==> src/wwdt_consts.svh <==
// wwdt_consts.svh: offsets, reset values and timing counts of the windowed watchdog
// assumes inclusion by the watchdog package and module only
`ifndef WWDT_CONSTS_SVH
`define WWDT_CONSTS_SVH
`define WWDT_ADDR_W 8
`define WWDT_CTRL_OFS 8'h24
`define WWDT_CTRL_RST 8'h7F
`define WWDT_ARM_BIT 7
`define WWDT_TOP_BIT 6
`define WWDT_PRESC_CYCLES 16384
`define WWDT_PRESC_W 14
`define WWDT_CLK_PERIOD_PS 4000
`define WWDT_RST_PULSE_PS 500000
`define WWDT_RST_PULSE_CYC ((`WWDT_RST_PULSE_PS) / (`WWDT_CLK_PERIOD_PS))
`define WWDT_WAKE_SHORT 256
`define WWDT_WAKE_LONG 4096
`define WWDT_WAKE_W 13
`endif

==> src/wwdt_pkg.sv <==
// wwdt_pkg.sv: types of the windowed watchdog
// assumes wwdt_consts.svh is on the include path
`include "wwdt_consts.svh"
package wwdt_pkg;
  typedef struct packed {
    logic [`WWDT_ADDR_W-1:0] addr;
    logic [7:0] wdata;
    logic wr;
    logic rd;
  } wwdt_bus_s;
  typedef struct packed {
    logic halt_enter;
    logic ext_irq;
    logic osc_irq;
    logic long_wake;
  } wwdt_pwr_s;
  typedef enum logic [1:0] {
    WWDT_RUN = 2'b00,
    WWDT_HALT_STOP = 2'b01,
    WWDT_ACT_HALT = 2'b10,
    WWDT_WAKE_WAIT = 2'b11
  } wwdt_state_e;
endpackage : wwdt_pkg

==> src/wwdt_top.sv <==
// wwdt_top.sv: windowed watchdog with prescaled 7-bit down-counter and reset request
// assumes option pins are static and power events come from core-clock logic
//
// What this block does
// - decrement counter every 16384 oscillator clocks
// - armed, 40h to 3Fh starts reset pulse
// - counter keeps running even when not armed
// - disarmed after reset; disarm attempts ignored
// - write arm set, top clear: immediate reset
// - six low bits set 64 timeout steps
// - control writes never clear the prescaler
// - halt, interrupt enable 0, option 1: reset
// - halt, both 0: one decrement, then stop
// - interrupt resumes after 256/4096 clocks; reset disarms
// - enable 1: active halt freezes; wake rules
// - hardware option keeps watchdog always armed
// - control register resets to 7Fh
// - arm bit cleared only by reset
`timescale 1ns/100ps
`include "wwdt_consts.svh"
module wwdt_top (
  // clock and reset
  input wire logic i_core_clk,
  input wire logic i_reset,
  // register port
  input wire wwdt_pkg::wwdt_bus_s i_bus,
  output logic [7:0] o_rdata,
  // option and power control
  input wire logic i_hw_watchdog,
  input wire logic i_halt_reset_option,
  input wire logic i_clock_interrupt_enable,
  input wire wwdt_pkg::wwdt_pwr_s i_pwr,
  // status
  output logic o_reset_req,
  output logic o_halted,
  output logic [7:0] o_ctrl
);
  import wwdt_pkg::*;

  // behaviour a user of this block must know:
  // - the prescaler phase is invisible to software and a control write
  //   leaves it alone, so the first decrement after a refresh lands
  //   anywhere up to one full prescaler period later
  // - the arm bit only ever sets; nothing but i_reset clears it
  // - with the hardware option, any control write with the top count
  //   bit clear fires a reset, whatever the written arm bit
  // - halt with the interrupt enable low and the halt-reset option high
  //   fires a reset from any state, armed or not
  // - o_reset_req is a request only; the system must answer it with
  //   i_reset, the block keeps running until then
  // - after i_reset, and after a wake from the stop state, the count
  //   holds for the wake wait before it resumes
  // - o_rdata shows zero except in the cycle after a control read
  // - the count may be written with any value; top bit clear with the
  //   arm bit set resets at once
  // - slow and wait modes are not seen here and change nothing

  localparam int unsigned RST_CYC = (`WWDT_RST_PULSE_CYC < 1) ? 1 : `WWDT_RST_PULSE_CYC;

  logic arm_bit_ff;
  logic [6:0] cnt_ff;
  logic [`WWDT_PRESC_W-1:0] presc_ff;
  wwdt_state_e state_ff;
  logic [`WWDT_WAKE_W-1:0] wake_ff;
  logic dec_once_ff;
  logic [7:0] pulse_ff;
  logic [7:0] rdata_ff;
  logic reset_req_ff;
  logic halted_ff;
  logic hw_ff;

  wire ctrl_sel = i_bus.addr == `WWDT_CTRL_OFS;
  wire ctrl_wr = i_bus.wr && ctrl_sel;
  wire ctrl_rd = i_bus.rd && ctrl_sel;
  // hardware option overrides the software arm bit
  wire armed = arm_bit_ff || hw_ff;
  wire presc_tick = presc_ff == `WWDT_PRESC_W'(`WWDT_PRESC_CYCLES - 1);
  // counter runs in run state; slow and wait are not distinguished
  wire counting = (state_ff == WWDT_RUN) || ((state_ff == WWDT_HALT_STOP) && dec_once_ff);
  wire dec = counting && presc_tick;
  wire [6:0] cnt_dec = cnt_ff - 7'h01;
  wire wr_arm = i_bus.wdata[`WWDT_ARM_BIT];
  wire [6:0] nxt_cnt = ctrl_wr ? i_bus.wdata[6:0] : (dec ? cnt_dec : cnt_ff);
  wire nxt_arm = arm_bit_ff | (ctrl_wr & wr_arm);
  wire expire = armed && dec && (cnt_ff == 7'h40);
  wire sw_reset = ctrl_wr && (wr_arm || hw_ff) && !i_bus.wdata[`WWDT_TOP_BIT];
  wire halt_reset = i_pwr.halt_enter && !i_clock_interrupt_enable
    && i_halt_reset_option;
  wire fire = expire || sw_reset || halt_reset;
  wire wake_done = wake_ff == '0;
  wire [`WWDT_WAKE_W-1:0] wake_len = i_pwr.long_wake ?
    `WWDT_WAKE_W'(`WWDT_WAKE_LONG - 1) : `WWDT_WAKE_W'(`WWDT_WAKE_SHORT - 1);

  assign o_rdata = rdata_ff;
  assign o_reset_req = reset_req_ff;
  assign o_halted = halted_ff;
  assign o_ctrl = {arm_bit_ff, cnt_ff};

  // hardware option pin: three-stage synchroniser; a level counts
  // once the second and third stages agree
  logic [2:0] hw_sync_ff;
  wire hw_agree = hw_sync_ff[1] == hw_sync_ff[2];

  always_ff @(posedge i_core_clk)
  begin
    hw_sync_ff <= {hw_sync_ff[1:0], i_hw_watchdog};
  end

  // option level held while the stages disagree
  always_ff @(posedge i_core_clk)
  begin
    if (hw_agree)
      hw_ff <= hw_sync_ff[2];
  end

  // prescaler free-runs and is never cleared by a write
  always_ff @(posedge i_core_clk)
  begin
    if (i_reset)
      presc_ff <= '0;
    else
      presc_ff <= presc_ff + `WWDT_PRESC_W'(1);
  end

  // arm bit: set by software, cleared only by reset
  // a written zero is simply or-ed away
  always_ff @(posedge i_core_clk)
  begin
    if (i_reset)
      arm_bit_ff <= 1'b0;
    else
      arm_bit_ff <= nxt_arm;
  end

  // count: loaded by a control write, else stepped by the prescaler
  // a write wins over a decrement in the same cycle
  always_ff @(posedge i_core_clk)
  begin
    if (i_reset)
      cnt_ff <= 7'h7F;
    else
      cnt_ff <= nxt_cnt;
  end

  // halt entry and wake decode; the interrupt enable picks active halt,
  // otherwise the halt-reset option picks between reset and stop
  wire halt_to_active = i_pwr.halt_enter && i_clock_interrupt_enable;
  wire halt_to_stop = i_pwr.halt_enter && !i_clock_interrupt_enable
    && !i_halt_reset_option;
  wire act_wake = i_pwr.ext_irq || i_pwr.osc_irq;
  wire stop_wake = i_pwr.ext_irq;

  // next values of the halt machine
  wwdt_state_e nxt_state;
  logic [`WWDT_WAKE_W-1:0] nxt_wake;
  logic nxt_dec_once;

  // halt handling: the stop state lets exactly one more decrement
  // through, then freezes the count until an external interrupt
  always_comb
  begin
    nxt_state = state_ff;
    nxt_wake = wake_ff;
    nxt_dec_once = dec_once_ff;
    case (state_ff)
      WWDT_RUN:
      begin
        if (halt_to_active)
          nxt_state = WWDT_ACT_HALT;
        else if (halt_to_stop)
        begin
          nxt_state = WWDT_HALT_STOP;
          nxt_dec_once = 1'b1;
        end
      end

      // only an external interrupt leaves the stop state
      WWDT_HALT_STOP:
      begin
        if (dec)
          nxt_dec_once = 1'b0;
        if (stop_wake)
        begin
          nxt_state = WWDT_WAKE_WAIT;
          nxt_wake = wake_len;
          nxt_dec_once = 1'b0;
        end
      end

      // oscillator or external interrupt resumes counting at once
      WWDT_ACT_HALT:
      begin
        if (act_wake)
          nxt_state = WWDT_RUN;
      end

      // count the wake wait down to zero, then resume
      WWDT_WAKE_WAIT:
      begin
        if (wake_done)
          nxt_state = WWDT_RUN;
        else
          nxt_wake = wake_ff - `WWDT_WAKE_W'(1);
      end

      // unused code: fall back to run
      default:
      begin
        nxt_state = WWDT_RUN;
      end
    endcase
  end

  // state register; reset enters the short wake wait, so counting
  // resumes 256 clocks after release
  always_ff @(posedge i_core_clk)
  begin
    if (i_reset)
      state_ff <= WWDT_WAKE_WAIT;
    else
      state_ff <= nxt_state;
  end

  // wake counter
  always_ff @(posedge i_core_clk)
  begin
    if (i_reset)
      wake_ff <= `WWDT_WAKE_W'(`WWDT_WAKE_SHORT - 1);
    else
      wake_ff <= nxt_wake;
  end

  // single decrement allowed in the stop state
  always_ff @(posedge i_core_clk)
  begin
    if (i_reset)
      dec_once_ff <= 1'b0;
    else
      dec_once_ff <= nxt_dec_once;
  end

  // reset pulse stretcher: a new fire restarts the full length,
  // so the request stands for the whole pulse after the last fire
  logic [7:0] nxt_pulse;
  logic nxt_req;
  wire pulse_run = pulse_ff != 8'h00;

  always_comb
  begin
    nxt_pulse = pulse_ff;
    nxt_req = reset_req_ff;
    if (fire)
    begin
      nxt_pulse = 8'(RST_CYC - 1);
      nxt_req = 1'b1;
    end
    else if (pulse_run)
      nxt_pulse = pulse_ff - 8'h01;
    else
      nxt_req = 1'b0;
  end

  // pulse length counter
  always_ff @(posedge i_core_clk)
  begin
    if (i_reset)
      pulse_ff <= 8'h00;
    else
      pulse_ff <= nxt_pulse;
  end

  // reset request level, straight from this flop
  always_ff @(posedge i_core_clk)
  begin
    if (i_reset)
      reset_req_ff <= 1'b0;
    else
      reset_req_ff <= nxt_req;
  end

  // read data stand for one cycle after the strobe, zero otherwise;
  // other addresses read as zero
  wire [7:0] rd_word = ctrl_rd ? {arm_bit_ff, cnt_ff} : 8'h00;
  wire in_halt = (state_ff == WWDT_HALT_STOP) || (state_ff == WWDT_ACT_HALT);

  // read data register
  always_ff @(posedge i_core_clk)
  begin
    if (i_reset)
      rdata_ff <= 8'h00;
    else
      rdata_ff <= rd_word;
  end

  // status: set in either halt state; the count freezes in active halt, after one more decrement in stop
  always_ff @(posedge i_core_clk)
  begin
    if (i_reset)
      halted_ff <= 1'b0;
    else
      halted_ff <= in_halt;
  end
endmodule : wwdt_top

==> config.mk <==
export PLATFORM = sky130hd
export DESIGN_NAME = wwdt_top
export DESIGN_NICKNAME = d
export VERILOG_FILES = /design/src/wwdt_pkg.sv /design/src/wwdt_top.sv
export VERILOG_INCLUDE_DIRS = /design/src
export SDC_FILE = /design/constraint.sdc
export NUM_CORES = 1
export LEC_CHECK = 0
export BUFFER_PORTS_ARGS = -buffer_cell sky130_fd_sc_hd__buf_2
export CAP_MARGIN = 0
export CORE_ASPECT_RATIO = 1.1
export CORE_MARGIN = 3
export CORE_UTILIZATION = 56
export CTS_CLUSTER_DIAMETER = 200
export DETAILED_ROUTE_END_ITERATION = 10
export PLACE_DENSITY = 0.79
export SYNTH_ARGS = -nofsm -noshare
export SYNTH_HDL_FRONTEND = slang
export SYNTH_SLANG_ARGS = --single-unit
==> constraint.sdc <==
create_clock -name i_core_clk -period 2.3 [get_ports i_core_clk]
set_input_delay 0.345 -clock i_core_clk [delete_from_list [all_inputs] [get_ports i_core_clk]]
set_output_delay 0.345 -clock i_core_clk [all_outputs]
set_load 0.05 [all_outputs]
==> results.json, run 1 <==
{
  "status": "completed",
  "layout_commonest_cell": "dfxtp_1",
  "cp_max_fo": 9,
  "slew_violations": 0,
  "worstMarginPinSlew_ns": 0.512,
  "clkLatencyLatePin_ns": 0.34,
  "coreArea_mm2": 0.00481,
  "fp.dieH_um": 81.4,
  "finalCriticalPeriod_ns": 1.98,
  "port_buffers": 44,
  "die-width_um": 74.5,
  "grt_pass1_vias": 2251,
  "pin_count": 45,
  "crit_slowest_cell": "a21oi_2",
  "finalPower_uw": 3470,
  "cts-root-buf": "clkbuf_8",
  "crit_path_max_incr_delay_ns": 0.38,
  "cts_tree": "yes",
  "synthMuxAreaShare": 0.0121,
  "final_cell_mix": "dfxtp_1 (59), buf_2 (44), a21oi_1 (29)",
  "holdBufCountCts": 0,
  "synth-xor-area-share": 0.0848,
  "drc_errors": 0,
  "synthCells": 323,
  "path_cells": "inv_1 > ha_1 > a21oi_1 > nor2_1 > and2_4 > a21oi_2 > nor3b_1",
  "instances_no_fill": 436,
  "worstPathRequired_ns": 2.55,
  "initial_core_util": 0.601,
  "ir_drop_uv": 507,
  "avgRoutedWirePerCell_um": 13.8,
  "cp-start-kind": "flip-flop",
  "slew_headroom": 0.658,
  "dp_hpwl_mm": 4.25,
  "gr-total-overflow": 0,
  "cts.path.max_buffers": 2,
  "async_flop_share": 0,
  "finalSetupTns_ns": 0,
  "htreeDepth": 3,
  "grt_setup_unrepaired": "no",
  "post_cts_buffers": 0,
  "synth_ff_type": "dfxtp_1",
  "yosysWarnings": 0,
  "dpl-instance-area_mm2": 0.00318,
  "ctsResizeCount": 0,
  "ys_seq_area_frac": 0.419,
  "end_kind": "flip-flop",
  "antenna_found_initial": 0,
  "setup_viol": 0,
  "syn-cell-area_mm2": 0.00289,
  "post-route-period-util": 0.862,
  "cts_buffers": 9,
  "synth-compound-area-share": 0.144,
  "drt-total-wl_mm": 6.00,
  "routabilityCongestion": 0.954,
  "drt-initial-drc-count": 95,
  "fin_ws_ns": 0.317,
  "place_ws_ns": 0.325,
  "powerDensity_mw_per_mm2": 1020,
  "grt_pass1_wl_mm": 9.96,
  "dp_cells": 420,
  "diodes": 0,
  "power.leakage_uw": 0.00143,
  "pwr-share-comb": 0.323,
  "swShare": 0.346,
  "worstSetupPathType": "reg -> reg",
  "ys_ff_latch": 60,
  "syn-num-nets": 362,
  "num_rows": 26,
  "internal_power_uw": 2270,
  "final_nets": 414,
  "skew_ns": 0.00871,
  "antenna_left": 0,
  "clkPwrFrac": 0.297,
  "synth_edf_count": 1,
  "grt_usage": 0.211,
  "clock-sinks": 60,
  "yosysUniqueCellTypes": 53,
  "avgSynthCellArea_um2": 8.96,
  "drv_cap": 0,
  "drt-vias-per-instance": 5.67,
  "grt_max_degree": 22,
  "drt-pass1-iter-count": 4,
  "synth_top_family_by_area": "simple AND/OR/NAND/NOR gates",
  "hold_class": "in -> reg",
  "clk_pin_slew_ns": 0.06,
  "power_frac_seq": 0.380,
  "p_switching_uw": 1200,
  "vias": 2474,
  "hold_violations": 0,
  "syn2layout_area_growth_pct": 17.5,
  "final_area_mm2": 0.00340,
  "drive_above_1_share": 0.205,
  "yosys.area_share.adder": 0.0519,
  "synth-simple-area-share": 0.249,
  "cp.arrival_ns": 2.24,
  "fmax_mhz": 504,
  "die-area_mm2": 0.00606
}
worst max-delay path, delay by kind of cell, from the launching register on:
kind	cells	cell delay (ns)
simple gates	3	0.56
flops	1	0.35
compound gates	2	0.57
buf+inv	1	0.10
fa+ha+maj	1	0.31
stage by stage:
| step | hold WS, ns | utilization |
|---|---|---|
| 5_1_grt | 0.107 | 0.706 |
| 3_5_place_dp | 0.321 | 0.661 |
| 3_3_place_gp | 0.328 | 0.661 |
| 6_report | 0.112 | 0.706 |
| 2_1_floorplan | 0.310 | - |
| 4_1_cts | 0.0953 | 0.706 |
cells in the mapped netlist, types with 2 or more instances:
cell / n / area, um2
dfxtp_1: 59 / 1180
a21oi_1: 29 / 145
nor2_1: 27 / 101
nand2_1: 24 / 90.1
inv_1: 18 / 67.6
nor3_1: 15 / 75.1
xor2_1: 15 / 131
o21ai_0: 13 / 65.1
xnor2_1: 13 / 114
ha_1: 12 / 150
nand3_1: 12 / 60.1
and2_1: 10 / 62.6
and3_1: 7 / 43.8
a211oi_1: 5 / 37.5
clkbuf_1: 4 / 15.0
nand4_1: 4 / 25.0
nor2b_1: 4 / 25.0
nor3b_1: 4 / 30.0
nor4_1: 4 / 25.0
nor4b_1: 4 / 35.0
a31oi_1: 3 / 18.8
and4_1: 2 / 17.5
buf_2: 2 / 10.0
nand2b_1: 2 / 12.5
nand4b_1: 2 / 17.5
or3_1: 2 / 12.5
area by class of cell:
type | instances | area, um2
tap | 56 | 70.1
sequential | 60 | 1210
fill | 360 | 1420
timing repair buffer | 50 | 265
clock buffer | 12 | 145
clock inverter | 4 | 72.6
inverter | 18 | 67.6
multi-input combinational | 236 | 1570
final timing paths:
| path | start | end | slack, ns | cells after the start |
|---|---|---|---|---|
| max | state_ff[1] | pulse_ff[0] | 0.32 | 7 |
| min | i_hw_watchdog | hw_sync_ff[0] | 0.11 | 1 |
| max reg2reg | state_ff[1] | pulse_ff[0] | 0.32 | 7 |
| min reg2reg | hw_sync_ff[0] | hw_sync_ff[1] | 0.34 | 0 |
kinds of logic after synthesis:
| group | after synthesis |
|---|---|
| flops | 60 |
| mux | 3 |
| fa+ha+maj | 12 |
| simple gates | 131 |
| buf+inv | 27 |
| xor+xnor | 28 |
| compound gates | 62 |
metal layers:
metal,track usage,up-vias,wire [um]
met4,0.116,0,124
met1,0.268,1164,2820
li1,-,1226,-
met2,0.337,74,2750
met5,0,-,0
met3,0.0371,10,305
power groups by stage:
stage	clock network (uW)	registers (uW)	logic, uW
floorplan	0	1340	823
global placement	0	1330	1070
detailed placement	0	1330	1090
CTS	1050	1310	1110
global route	1090	1330	1250
finish	1030	1320	1120
state kept, by name, summed over array words and instances (netlist names):
name,count
o_halted,1
state_ff,2
wake_ff,13
arm_bit_ff,1
o_reset_req,1
dec_once_ff,1
pulse_ff,8
o_rdata,8
presc_ff,14
cnt_ff,7
hw_ff,1
hw_sync_ff,3
Power figures use the tool's default switching activity.
==> run 2: changes to the inputs <==
CORE_UTILIZATION = 58   (was 56)
CTS_BUF_LIST = sky130_fd_sc_hd__clkbuf_4   (was unset)
PLACE_DENSITY = 0.81   (was 0.79)
SLEW_MARGIN = 5   (was unset)
==> run 2 against run 1 <==
  * Fmax shrank 3.3%
  * Power shrank 6.6%
  * Register-to-register slack lost 0.07 ns
  * Utilization grew 0.24 points
  * Cell count is the same
  * Via count shrank 2.2%
  * First-iteration DRC count grew 31%
==> results.json, run 2 (same netlist as run 1, synthesis figures left out) <==
{
  "pin_count": 45,
  "clock-sinks": 60,
  "num_rows": 26,
  "drt-total-wl_mm": 5.89,
  "antenna_left": 0,
  "fmax_mhz": 488,
  "cp.buffers_inverters": 1,
  "hold_violations": 0,
  "grt_max_degree": 24,
  "coreArea_mm2": 0.00472,
  "gr-total-overflow": 0,
  "cp_max_fo": 10,
  "drc_errors": 0,
  "largest_reg_flops": 14,
  "fp.dieH_um": 80.1,
  "ir_drop_uv": 830,
  "ctsResizeCount": 0,
  "initial_core_util": 0.613,
  "slew_headroom": 0.631,
  "cp.arrival_ns": 2.32,
  "grt_pass1_wl_mm": 10.3,
  "drt-vias-per-instance": 5.55,
  "avgRoutedWirePerCell_um": 13.5,
  "vias": 2420,
  "skew_ns": 0.00815,
  "cts_tree": "yes",
  "cts-root-buf": "clkbuf_4",
  "worstPathRequired_ns": 2.57,
  "htreeDepth": 3,
  "cpLargestDelayFamily": "simple AND/OR/NAND/NOR gates",
  "final_area_mm2": 0.00334,
  "port_buffers": 44,
  "die-area_mm2": 0.00587,
  "crit_slowest_cell": "and4b_1",
  "power.leakage_uw": 0.00141,
  "cts.path.max_buffers": 2,
  "clkLatencyLatePin_ns": 0.39,
  "status": "completed",
  "cp-start-kind": "flip-flop",
  "syn2layout_area_growth_pct": 15.5,
  "drv_cap": 0,
  "grt_pass1_vias": 2334,
  "worstMarginPinSlew_ns": 0.549,
  "grt_usage": 0.227,
  "worstSetupPathType": "reg -> reg",
  "layout_commonest_cell": "dfxtp_1",
  "post-route-period-util": 0.892,
  "final_nets": 415,
  "post_cts_buffers": 0,
  "dpl-instance-area_mm2": 0.00319,
  "setup_viol": 0,
  "reg.largest.list": "presc_ff (14), wake_ff (13)",
  "grt_setup_unrepaired": "no",
  "antenna_found_initial": 0,
  "nFillCells": 376,
  "clk_pin_slew_ns": 0.09,
  "drive_above_1_share": 0.211,
  "crit_path_max_incr_delay_ns": 0.58,
  "powerDensity_mw_per_mm2": 971,
  "finalPower_uw": 3240,
  "hold_class": "in -> reg",
  "path_cells": "inv_1 > ha_1 > nor4b_1 > and4b_1 > o221ai_2 > nor3_1 > a31oi_1",
  "slew_violations": 0,
  "holdBufCountCts": 0,
  "largest-register": "presc_ff",
  "drt-initial-drc-count": 124,
  "drt-pass1-iter-count": 4,
  "die-width_um": 73.3,
  "dp_hpwl_mm": 4.21,
  "routabilityCongestion": 0.820,
  "end_kind": "flip-flop",
  "finalCriticalPeriod_ns": 2.05,
  "finalSetupTns_ns": 0,
  "cts_buffers": 9,
  "final_cell_mix": "dfxtp_1 (59), buf_2 (44), a21oi_1 (29)",
  "diodes": 0
}
[run 2: changes by cell type in the layout (fill, tap and decap cells not counted)]
cell,previous run,this run
buf_4,6,7
clkinv_2,1,2
clkbuf_1,2,0
clkbuf_4,0,10
clkbuf_8,10,0
[run 2: final timing paths]
kind,to,slack (ns),start,depth (start not counted)
max,state_ff[1],0.25,wake_ff[0],7
max reg2reg,state_ff[1],0.25,wake_ff[0],7
min,hw_sync_ff[0],0.05,i_hw_watchdog,1
min reg2reg,hw_sync_ff[1],0.36,hw_sync_ff[0],0
[run 2: power by group]
| group | switching (uW) | internal, uW |
|---|---|---|
| Combinational | 660 | 448 |
| Clock | 375 | 444 |
| Sequential | 136 | 1180 |
| Total | 1170 | 2070 |
[run 2: per-layer routing]
layer	GRT usage	routed length [um]	up-vias
met5	0	0	-
met2	0.379	2810	59
met4	0.114	101	0
met1	0.277	2710	1115
li1	-	-	1235
met3	0.0401	269	11
[run 2: layout make-up]
class / instances / area, um2 / share of cell area
repair buffers: 51 / 273 / 0.0816
multi-input cells: 236 / 1570 / 0.469
flip-flops and latches: 60 / 1210 / 0.363
clock buffers: 10 / 75.1 / 0.0225
clock inverters: 5 / 77.6 / 0.0232
inverters: 18 / 67.6 / 0.0202
well taps: 56 / 70.1 / 0.0210
[run 2: through the flow]
step	utilization	setup slack, ns	hold WS (ns)	std cells
after global routing	0.708	0.0197	0.0181	436
after CTS	0.708	0.264	0.0265	436
after floorplan	-	0.522	0.310	323
final	0.708	0.249	0.0531	436
after global placement	0.676	0.361	0.338	421
after detailed placement	0.676	0.317	0.340	421
